<file path="config.mk">
export PLATFORM = sky130hd
export DESIGN_NAME = port_direction_and_bus_mode
export DESIGN_NICKNAME = d
export VERILOG_FILES = /design/src/shared/port_mode_pkg.sv /design/src/rtl/port_slice.sv /design/src/rtl/port_direction_and_bus_mode.sv
export VERILOG_INCLUDE_DIRS = /design/src /design/src/shared
export SDC_FILE = /design/constraint.sdc
export NUM_CORES = 1
export LEC_CHECK = 0
export BUFFER_PORTS_ARGS = -buffer_cell sky130_fd_sc_hd__buf_2
export CORE_MARGIN = 4
export CORE_UTILIZATION = 45
export DETAILED_ROUTE_END_ITERATION = 8
export HOLD_SLACK_MARGIN = 0.06
export PLACE_DENSITY = 0.8
export SLEW_MARGIN = 20
export SYNTH_ARGS = -nofsm -noshare
export SYNTH_HDL_FRONTEND = slang
export SYNTH_SLANG_ARGS = --single-unit
</file>
<file path="constraint.sdc">
create_clock -name mclk -period 14.6 [get_ports mclk]
set_input_delay 0 -clock mclk [delete_from_list [all_inputs] [get_ports mclk]]
set_output_delay 0 -clock mclk [all_outputs]
set_load 0.05 [all_outputs]
</file>
<file path="src/shared/port_mode_params.svh">
`ifndef PORT_MODE_PARAMS_SVH
`define PORT_MODE_PARAMS_SVH

// ====================================================================
// Register offsets (byte addresses on the 8-bit register port)
`define DIR_OFS_A      8'h04
`define DIR_OFS_B      8'h05
`define DIR_OFS_C      8'h08
`define DIR_OFS_D      8'h09
`define DIR_OFS_E      8'h0C
`define DIR_OFS_F      8'h0D
`define DIR_OFS_G      8'h10
`define DIR_OFS_H      8'h11
`define DIR_OFS_LAST   8'h14
// Port latch sits two bytes below its direction register
`define LATCH_GAP      8'h02
`define MODE_OFS       8'h5E

// ====================================================================
// Field positions and reset values
`define MODE_LOW_BIT   0
`define MODE_HIGH_BIT  1
`define DIR_RST        8'h00
`define LATCH_RST      8'h00
`define MODE_RST       2'h0

// ====================================================================
// Memory regions and timing
`define INT_TOP_MICRO  24'h00027F
`define INT_BASE_EXP   24'h00C000
`define BUS_DATA_CYC   3
`define CTRL_BITS      3

`endif

</file>
<file path="src/shared/port_mode_pkg.sv">
package port_mode_pkg;

    // Mode codes follow {high bit, low bit}
    typedef enum logic [1:0] {
        MODE_SINGLE = 2'h0,
        MODE_EXPAND = 2'h1,
        MODE_MICRO  = 2'h2,
        MODE_EVAL   = 2'h3
    } mode_e;

    typedef struct packed {
        logic        write;
        logic [23:0] addr;
        logic [15:0] wdata;
    } bus_req_s;

    typedef struct packed {
        logic [7:0] level;
        logic [7:0] enable;
    } pin_drive_s;

endpackage

</file>
<file path="src/rtl/port_slice.sv">
`timescale 1ns/100ps
`default_nettype none
`include "port_mode_params.svh"

module port_slice
    import port_mode_pkg::*;
#(
    parameter int W = 8
) (
    input  wire logic         mclk,
    input  wire logic         rst,
    input  wire logic [W-1:0] padIn,
    input  wire logic         wrLatch,
    input  wire logic         wrDir,
    input  wire logic [W-1:0] wrData,
    input  wire logic [W-1:0] ovrMask,
    input  wire logic [W-1:0] ovrOut,
    input  wire logic [W-1:0] ovrOe,
    output logic      [W-1:0] readVal,
    output logic      [W-1:0] pinLevel,
    output logic      [W-1:0] padOut,
    output logic      [W-1:0] padOe
);

    logic [W-1:0] latch_r;
    logic [W-1:0] dir_r;
    logic [W-1:0] syncA_r;
    logic [W-1:0] syncB_r;

    // ================================================================
    // Pin synchroniser, two stages before any logic
    always_ff @(posedge mclk or posedge rst) begin
        if (rst) begin
            syncA_r <= '0;
            syncB_r <= '0;
        end else begin
            syncA_r <= padIn;
            syncB_r <= syncA_r;
        end
    end

    // Latch takes writes whatever the direction
    always_ff @(posedge mclk or posedge rst) begin
        if (rst) begin
            latch_r <= `LATCH_RST;
        end else if (wrLatch) begin
            latch_r <= wrData;
        end
    end

    always_ff @(posedge mclk or posedge rst) begin
        if (rst) begin
            dir_r <= `DIR_RST;
        end else if (wrDir) begin
            dir_r <= wrData;
        end
    end

    // Registered pad drive; bus takeover wins over the port bit
    always_ff @(posedge mclk or posedge rst) begin
        if (rst) begin
            padOut <= '0;
            padOe  <= '0;
        end else begin
            padOut <= (ovrMask & ovrOut) | (~ovrMask & latch_r);
            padOe  <= (ovrMask & ovrOe) | (~ovrMask & dir_r);
        end
    end

    // Output bits read the latch, so a loaded pin still reads back
    assign readVal  = (dir_r & latch_r) | (~dir_r & syncB_r);
    assign pinLevel = syncB_r;

endmodule // port_slice

`default_nettype wire

</file>
<file path="src/rtl/port_direction_and_bus_mode.sv">
`timescale 1ns/100ps
`default_nettype none
`include "port_mode_params.svh"

// Operation
// - Every port bit has a direction bit; set means output, clear input.
// - Output pins store writes in the latch and drive the latch.
// - Reading an output bit returns the latch, not the pin.
// - Input pins are undriven and read the pin level.
// - Writes to input bits only update the latch; pin stays undriven.
// - Two mode bits select one of four operating modes.
// - Outside single-chip, ports a to d and part of e carry the bus.
// - External access only outside single-chip; region depends on mode.
// - Width pin high: 8-bit external data on port_c only.
// - Width pin low: 16-bit external data on port_b and port_c.
// - Internal memory accesses always use the 16-bit path.
module port_direction_and_bus_mode
    import port_mode_pkg::*;
#(
    parameter int NPORTS   = 9,
    parameter int DATA_CYC = `BUS_DATA_CYC
) (
    input  wire logic               mclk,
    input  wire logic               rst,
    input  wire logic [7:0]         regAddr,
    input  wire logic [7:0]         regWdata,
    input  wire logic               regWrite,
    input  wire logic               regRead,
    output logic      [7:0]         regRdata,
    input  wire logic               byteWidthPin,
    input  wire logic [NPORTS-1:0][7:0] padIn,
    output logic      [NPORTS-1:0][7:0] padOut,
    output logic      [NPORTS-1:0][7:0] padOe,
    input  wire logic               accReq,
    input  wire bus_req_s           accInfo,
    output logic                    accBusy,
    output logic                    accDone,
    output logic                    accExternal,
    output logic      [15:0]        accRdata,
    output logic                    intReq,
    output bus_req_s                intInfo,
    input  wire logic [15:0]        intRdata,
    output mode_e                   modeOut
);

    // ================================================================
    // Elaboration checks
    if (NPORTS != 9) begin : gBadPorts
        $error("NPORTS must be 9");
    end
    if (DATA_CYC < 3 || DATA_CYC > 15) begin : gBadCyc
        $error("DATA_CYC must lie in 3..15");
    end

    // ================================================================
    // Register decode
    typedef struct packed {
        logic       hit;
        logic       isDir;
        logic [3:0] idx;
    } port_hit_s;

    // Shared by the write and read paths
    function automatic port_hit_s decodePort(input logic [7:0] a);
        logic [7:0] dirOfs [9];
        port_hit_s  r;
        dirOfs = '{`DIR_OFS_A, `DIR_OFS_B, `DIR_OFS_C, `DIR_OFS_D,
                   `DIR_OFS_E, `DIR_OFS_F, `DIR_OFS_G, `DIR_OFS_H,
                   `DIR_OFS_LAST};
        r = '0;
        for (int i = 0; i < 9; i++) begin
            if (a == dirOfs[i]) begin
                r = '{hit: 1'b1, isDir: 1'b1, idx: 4'(i)};
            end else if (a == dirOfs[i] - `LATCH_GAP) begin
                r = '{hit: 1'b1, isDir: 1'b0, idx: 4'(i)};
            end
        end
        return r;
    endfunction

    // Five bus states in a 3-bit code; codes 5 to 7 are unused
    typedef enum logic [2:0] {
        BUS_IDLE,
        BUS_ADDR,
        BUS_DATA,
        BUS_INT,
        BUS_DONE
    } bus_state_e;

    port_hit_s  wrHit;
    port_hit_s  rdHit;
    logic [1:0] mode_r;
    mode_e      mode;
    logic       widthSyncA_r;
    logic       widthSync_r;
    bus_state_e state_r;
    bus_state_e state_nxt;
    bus_req_s   req_r;
    logic       byteBus_r;
    logic [3:0] cyc_r;
    logic       busOwned;
    logic       targetExternal;

    logic [NPORTS-1:0][7:0] readVal;
    logic [NPORTS-1:0][7:0] pinLevel;
    logic [NPORTS-1:0][7:0] ovrMask;
    logic [NPORTS-1:0][7:0] ovrOut;
    logic [NPORTS-1:0][7:0] ovrOe;
    logic [NPORTS-1:0]      wrLatch;
    logic [NPORTS-1:0]      wrDir;

    assign wrHit = decodePort(regAddr);
    assign rdHit = decodePort(regRead ? regAddr : 8'h00);
    assign mode  = mode_e'(mode_r);

    // ================================================================
    // Processor mode register
    always_ff @(posedge mclk or posedge rst) begin
        if (rst) begin
            mode_r <= `MODE_RST;
        end else if (regWrite && regAddr == `MODE_OFS) begin
            mode_r <= {regWdata[`MODE_HIGH_BIT],
                       regWdata[`MODE_LOW_BIT]};
        end
    end

    always_ff @(posedge mclk or posedge rst) begin
        if (rst) begin
            modeOut <= MODE_SINGLE;
        end else begin
            modeOut <= mode;
        end
    end

    // Width pin comes from the board, two stages first
    always_ff @(posedge mclk or posedge rst) begin
        if (rst) begin
            widthSyncA_r <= 1'b0;
            widthSync_r  <= 1'b0;
        end else begin
            widthSyncA_r <= byteWidthPin;
            widthSync_r  <= widthSyncA_r;
        end
    end

    // ================================================================
    // Port slices
    genvar gp;
    generate
        for (gp = 0; gp < NPORTS; gp++) begin : gPort
            assign wrLatch[gp] = regWrite && wrHit.hit && !wrHit.isDir
                                 && wrHit.idx == 4'(gp);
            assign wrDir[gp]   = regWrite && wrHit.hit && wrHit.isDir
                                 && wrHit.idx == 4'(gp);
            port_slice #(
                .W       (8)
            ) uSlice (
                .mclk    (mclk),
                .rst     (rst),
                .padIn   (padIn[gp]),
                .wrLatch (wrLatch[gp]),
                .wrDir   (wrDir[gp]),
                .wrData  (regWdata),
                .ovrMask (ovrMask[gp]),
                .ovrOut  (ovrOut[gp]),
                .ovrOe   (ovrOe[gp]),
                .readVal (readVal[gp]),
                .pinLevel(pinLevel[gp]),
                .padOut  (padOut[gp]),
                .padOe   (padOe[gp])
            );
        end
    endgenerate

    // ================================================================
    // Register read, data one cycle after the strobe
    always_ff @(posedge mclk or posedge rst) begin
        if (rst) begin
            regRdata <= 8'h00;
        end else if (regRead) begin
            if (rdHit.hit) begin
                regRdata <= rdHit.isDir ? 8'h00 : readVal[rdHit.idx];
                if (rdHit.isDir) begin
                    regRdata <= 8'h00;
                end
            end else if (regAddr == `MODE_OFS) begin
                regRdata <= {6'h00, mode_r};
            end else begin
                regRdata <= 8'h00;
            end
        end else begin
            regRdata <= 8'h00;
        end
    end

    // ================================================================
    // Region decode: internal or external target
    always_comb begin
        unique case (mode)
            MODE_SINGLE: targetExternal = 1'b0;
            MODE_EXPAND: targetExternal =
                accInfo.addr < 24'h000080
                || (accInfo.addr > `INT_TOP_MICRO
                    && accInfo.addr < `INT_BASE_EXP)
                || accInfo.addr[23:16] != 8'h00;
            MODE_MICRO,
            MODE_EVAL:   targetExternal =
                accInfo.addr > `INT_TOP_MICRO;
        endcase
    end

    // Bus owns the low ports in every mode but single-chip
    assign busOwned = (mode != MODE_SINGLE);

    // ================================================================
    // Access sequencer
    always_comb begin
        state_nxt = state_r;
        unique case (state_r)
            BUS_IDLE: begin
                if (accReq) begin
                    state_nxt = targetExternal ? BUS_ADDR : BUS_INT;
                end
            end
            BUS_ADDR: state_nxt = BUS_DATA;
            BUS_DATA: begin
                if (cyc_r == 4'(DATA_CYC)) begin
                    state_nxt = BUS_DONE;
                end
            end
            BUS_INT:  state_nxt = BUS_DONE;
            BUS_DONE: state_nxt = BUS_IDLE;
        endcase
    end

    always_ff @(posedge mclk or posedge rst) begin
        if (rst) begin
            state_r <= BUS_IDLE;
        end else begin
            state_r <= state_nxt;
        end
    end

    // Request captured once; width fixed for the whole access
    always_ff @(posedge mclk or posedge rst) begin
        if (rst) begin
            req_r     <= '0;
            byteBus_r <= 1'b0;
        end else if (state_r == BUS_IDLE && accReq) begin
            req_r     <= accInfo;
            byteBus_r <= widthSync_r;
        end
    end

    // One extra data cycle: pad register plus two sync stages lag
    always_ff @(posedge mclk or posedge rst) begin
        if (rst) begin
            cyc_r <= 4'h0;
        end else if (state_r == BUS_DATA) begin
            cyc_r <= cyc_r + 4'h1;
        end else begin
            cyc_r <= 4'h0;
        end
    end

    // Internal path is always a full 16-bit word
    always_ff @(posedge mclk or posedge rst) begin
        if (rst) begin
            intReq  <= 1'b0;
            intInfo <= '0;
        end else begin
            intReq  <= (state_r == BUS_IDLE) && accReq
                       && !targetExternal;
            if (state_r == BUS_IDLE && accReq) begin
                intInfo <= accInfo;
            end
        end
    end

    // Completion and read data
    always_ff @(posedge mclk or posedge rst) begin
        if (rst) begin
            accDone     <= 1'b0;
            accRdata    <= 16'h0000;
            accExternal <= 1'b0;
        end else begin
            accDone <= (state_nxt == BUS_DONE) && (state_r != BUS_DONE);
            if (state_r == BUS_IDLE && accReq) begin
                accExternal <= targetExternal;
            end
            if (state_r == BUS_INT) begin
                accRdata <= intRdata;
            end else if (state_r == BUS_DATA
                         && cyc_r == 4'(DATA_CYC) && !req_r.write) begin
                if (byteBus_r) begin
                    accRdata <= {8'h00, pinLevel[2]};
                end else begin
                    accRdata <= {pinLevel[1], pinLevel[2]};
                end
            end
        end
    end

    always_ff @(posedge mclk or posedge rst) begin
        if (rst) begin
            accBusy <= 1'b0;
        end else begin
            accBusy <= (state_nxt != BUS_IDLE);
        end
    end

    // ================================================================
    // Pin takeover: a=A7..0, d=A15..8, b=A23..16 then high data,
    // c=low data, e[0]=read strobe low, e[1]=write strobe low,
    // e[2]=address latch enable
    always_comb begin
        logic ext;
        logic addrPh;
        logic dataPh;
        ext     = (state_r == BUS_ADDR) || (state_r == BUS_DATA);
        addrPh  = (state_r == BUS_ADDR);
        dataPh  = (state_r == BUS_DATA);
        ovrMask = '0;
        ovrOut  = '0;
        ovrOe   = '0;
        if (busOwned) begin
            ovrMask[0] = 8'hFF;
            ovrMask[1] = 8'hFF;
            ovrMask[2] = 8'hFF;
            ovrMask[3] = 8'hFF;
            ovrMask[4] = 8'h07;
            ovrOut[0]  = req_r.addr[7:0];
            ovrOe[0]   = 8'hFF;
            ovrOut[3]  = req_r.addr[15:8];
            ovrOe[3]   = 8'hFF;
            // Address high shares port_b with the upper data byte
            if (addrPh || byteBus_r) begin
                ovrOut[1] = req_r.addr[23:16];
                ovrOe[1]  = 8'hFF;
            end else if (dataPh && req_r.write) begin
                ovrOut[1] = req_r.wdata[15:8];
                ovrOe[1]  = 8'hFF;
            end
            if (dataPh && req_r.write) begin
                ovrOut[2] = req_r.wdata[7:0];
                ovrOe[2]  = 8'hFF;
            end
            ovrOut[4][0] = !(dataPh && !req_r.write);
            ovrOut[4][1] = !(dataPh && req_r.write);
            ovrOut[4][2] = addrPh;
            ovrOe[4]     = 8'h07;
            if (!ext) begin
                ovrOe[0] = 8'hFF;
            end
        end
    end

endmodule // port_direction_and_bus_mode

`default_nettype wire

</file>
==> impl_metrics.py <==
metrics = {
    "synthesis": {
        "synth_fp_nets": 1345,
        "async_flop_share": 1.000,
        "synth_fa_ha_area_frac": 0.001226,
        "yosysWarnings": 0,
        "synth_edf_count": 0,
        "synth_top_area_frac": 0.7013,
        "synthTopCellsByArea": "dfrtp_1 70%, mux2_2 12%, mux2i_1 2.6%",
        "synthCells": 1193,
        "synth.area.mux_share": 0.1557,
        "yosys-top-cells-count": "515 x dfrtp_1, 190 x mux2_2, 55 x a211oi_1, 48 x mux2i_1, 39 x clkbuf_1",
        "synth_compound_area_frac": 0.06292,
        "synth-simple-area-share": 0.06060,
        "ys_types": 57,
        "yosysMostFrequentCell": "dfrtp_1",
        "synth_ff_type": "dfrtp_1",
        "synth_seq_cells": 515,
        "syn_area_um2": 18380,
        "avgSynthCellArea_um2": 15.40,
        "synth_top_family_by_area": "multiplexers",
        "synth_xor_area_frac": 0.002383,
        "synth_top_cell_by_area": "dfrtp_1",
        "ys_seq_area_frac": 0.7013,
    },
    "placement": {
        "dp_hpwl_um": 36940,
        "pre_cts_ws_ns": 11.97,
        "postPlaceCellArea_um2": 20720,
        "place_congestion": 0.9011,
        "io_buffers": 365,
    },
    "floorplan": {
        "ioPinCount": 366,
        "fp.coreArea_um2": 40010,
        "row_count": 73,
        "die_y_um": 210.1,
        "die_area_um2": 44130,
        "dieWidth_um": 210.1,
        "start_util": 0.4593,
    },
    "route": {
        "dr.first_iter.drc_count": 1061,
        "dr.pass1.iters": 7,
        "vias": 12640,
        "detail-route-antenna-nets": 0,
        "wl_um": 56200,
        "via_per_inst": 5.373,
        "drcViolationCount": 0,
        "wl_per_cell_um": 23.89,
    },
    "sta": {
        "rsz0062_at_grt": "false",
        "relSlewSlack": 0.2217,
        "skew_ns": 0.02119,
        "finalWorstSetupSlack_ns": 11.70,
        "final-max-slew-violation-count": 0,
        "finalSetupViolCount": 0,
        "tightest_slew_ns": 1.167,
        "fmax_ghz": 0.3447,
        "fin_crit_ns": 2.901,
        "hold_viol": 0,
        "setup_tns_ns": 0,
        "fin_crit_sh": 0.1987,
    },
    "clock_tree": {
        "clock_path_buffers": 3,
        "numCtsBuffers": 52,
        "ctsHtreeMaxLevel": 2,
        "clock_sinks": 515,
        "cts_tree": "built",
        "clockRootBuffer": "clkbuf_16",
        "clk_pin_slew_ns": 0.06,
        "insertion_delay_ns": 0.59,
    },
    "setup_path": {
        "critical_path_class": "input port to register",
        "worst_ep_required_time_ns": 15.12,
        "arrival_ns": 3.42,
        "critPathLaunchType": "input port",
        "cp_max_fo": 24,
        "end_kind": "register",
    },
    "finish": {
        "area_delta_synth_final_pct": 35.04,
        "finalNetCount": 1938,
        "nFillCells": 2885,
        "drive_above_1_share": 0.3793,
        "n_antenna_cell": 0,
        "stdcell_area_um2": 24810,
    },
    "power_and_ir_drop": {
        "peakVddDrop_mv": 0.1225,
        "leakage_nw": 12.47,
        "power_density_nw_per_um2": 162.4,
    },
    "status": {
        "outcome": "finished, final reports clean",
    },
    "grt": {
        "grt-ovfl-total": 0,
        "track_usage": 0.2510,
        "grt_pass1_wl_um": 84300,
        "antenna_found_initial": 0,
        "first_global_vias": 13490,
        "grt_max_degree": 158,
    },
    "run": {
        "max-cap-violations": 0,
    },
    "worst_hold_path": {
        "hold_class": "input port to register",
    },
}
## layer usage
metal / wire [µm] / GRT usage / share of wire / up-vias
li1: - / - / - / 5451
met1: 23460 / 0.3408 / 0.42 / 6480
met2: 26660 / 0.4015 / 0.47 / 551
met3: 3780 / 0.05894 / 0.067 / 156
met4: 2305 / 0.08888 / 0.041 / 0
met5: 0 / 0 / 0 / -
## flip-flops by register name, indices dropped and copies added (netlist names)
name	count
widthSync_r	1
accExternal	1
intInfo	41
accDone	1
mode	2
gPort.uSlice.latch_r	72
widthSyncA_r	1
state_r	3
gPort.uSlice.syncA_r	72
accRdata	16
byteBus_r	1
gPort.uSlice.padOut	72
gPort.uSlice.dir_r	72
intReq	1
gPort.uSlice.pinLevel	72
cyc_r	4
regRdata	8
modeOut	2
gPort.uSlice.padOe	72
accBusy	1
## report_power, final
part | internal [W] | total (W) | switching, W | leakage [nW]
registers | 0.00158 | 0.00170 | 0.000119 | 6.68
clock network | 0.000872 | 0.00144 | 0.000563 | 0.911
logic | 0.000257 | 0.000898 | 0.000641 | 4.88
total | 0.00271 | 0.00403 | 0.00132 | 12.5
## critical path, stage by stage
cell           delay, ns
dlygate4sd3_1       0.54
buf_2               0.18
nor4b_4             0.46
and4_1              0.93
a211oi_1            0.15
a211oi_1            0.36
o211ai_1            0.13
nand3_1             0.11
dlygate4sd3_1       0.54
## repair_timing
item | 4_1_cts | 5_1_grt
endpoints found under the setup margin | 0 | 0
endpoints found under the hold margin | 375 | 1
gates resized for setup | 0 | 0
buffers inserted | 0 | 0
hold buffers | 219 | 1
## kinds of logic after synthesis
group	count (synthesis)
flip-flops	515
adder cells (fa/ha/maj)	2
AND/OR/NAND/NOR	188
multiplexers	254
AO/OA/AOI/OAI	163
buffers and inverters	66
XOR/XNOR	5
## path summary, 6_finish.rpt
check / startpoint / endpoint / slack [ns] / cells after the start
min in group asynchronous: rst / gPort[5].uSlice.syncA_r[6] / 0.14 / 3
min: padIn[50] / gPort[6].uSlice.syncA_r[2] / 0.08 / 2
max in group asynchronous: rst / gPort[2].uSlice.pinLevel[2] / 13.01 / 4
max: regAddr[6] / regRdata[1] / 11.70 / 9
min reg2reg: gPort[3].uSlice.syncA_r[4] / gPort[3].uSlice.pinLevel[4] / 0.34 / 0
max reg2reg: state_r[1] / gPort[1].uSlice.padOut[0] / 12.05 / 6
## stage by stage
stage	utilization	hold slack [ns]	total power [W]	instances
finish	0.6203	0.08421	0.004031	2352
CTS	0.6194	0.06080	0.004032	2351
floorplan	-	0.03143	0.002298	1193
detailed placement	0.5179	0.1093	0.002557	2037
global route	0.6203	0.08503	0.004177	2352
global placement	0.5179	0.1086	0.002537	2037
## layout by cell type, fill, tap and decap left out, drive strengths merged, types with 33 or more instances in the layout
| master | count |
|---|---|
| clkbuf | 77 |
| a211oi | 56 |
| dlygate4sd3 | 220 |
| o21ai | 33 |
| nand2 | 34 |
| dfrtp | 515 |
| nor2b | 34 |
| mux2 | 206 |
| mux2i | 48 |
| buf | 374 |
## layout make-up
class / instances / area [µm²] / area share
flip-flops and latches: 515 / 12890 / 0.5194
multi-input cells: 612 / 5235 / 0.2110
repair buffers: 594 / 4116 / 0.1659
clock buffers: 77 / 1578 / 0.06358
well taps: 525 / 656.9 / 0.02647
clock inverters: 18 / 291.5 / 0.01175
inverters: 11 / 48.80 / 0.001967
No activity file was read; power rests on OpenSTA's default activity.
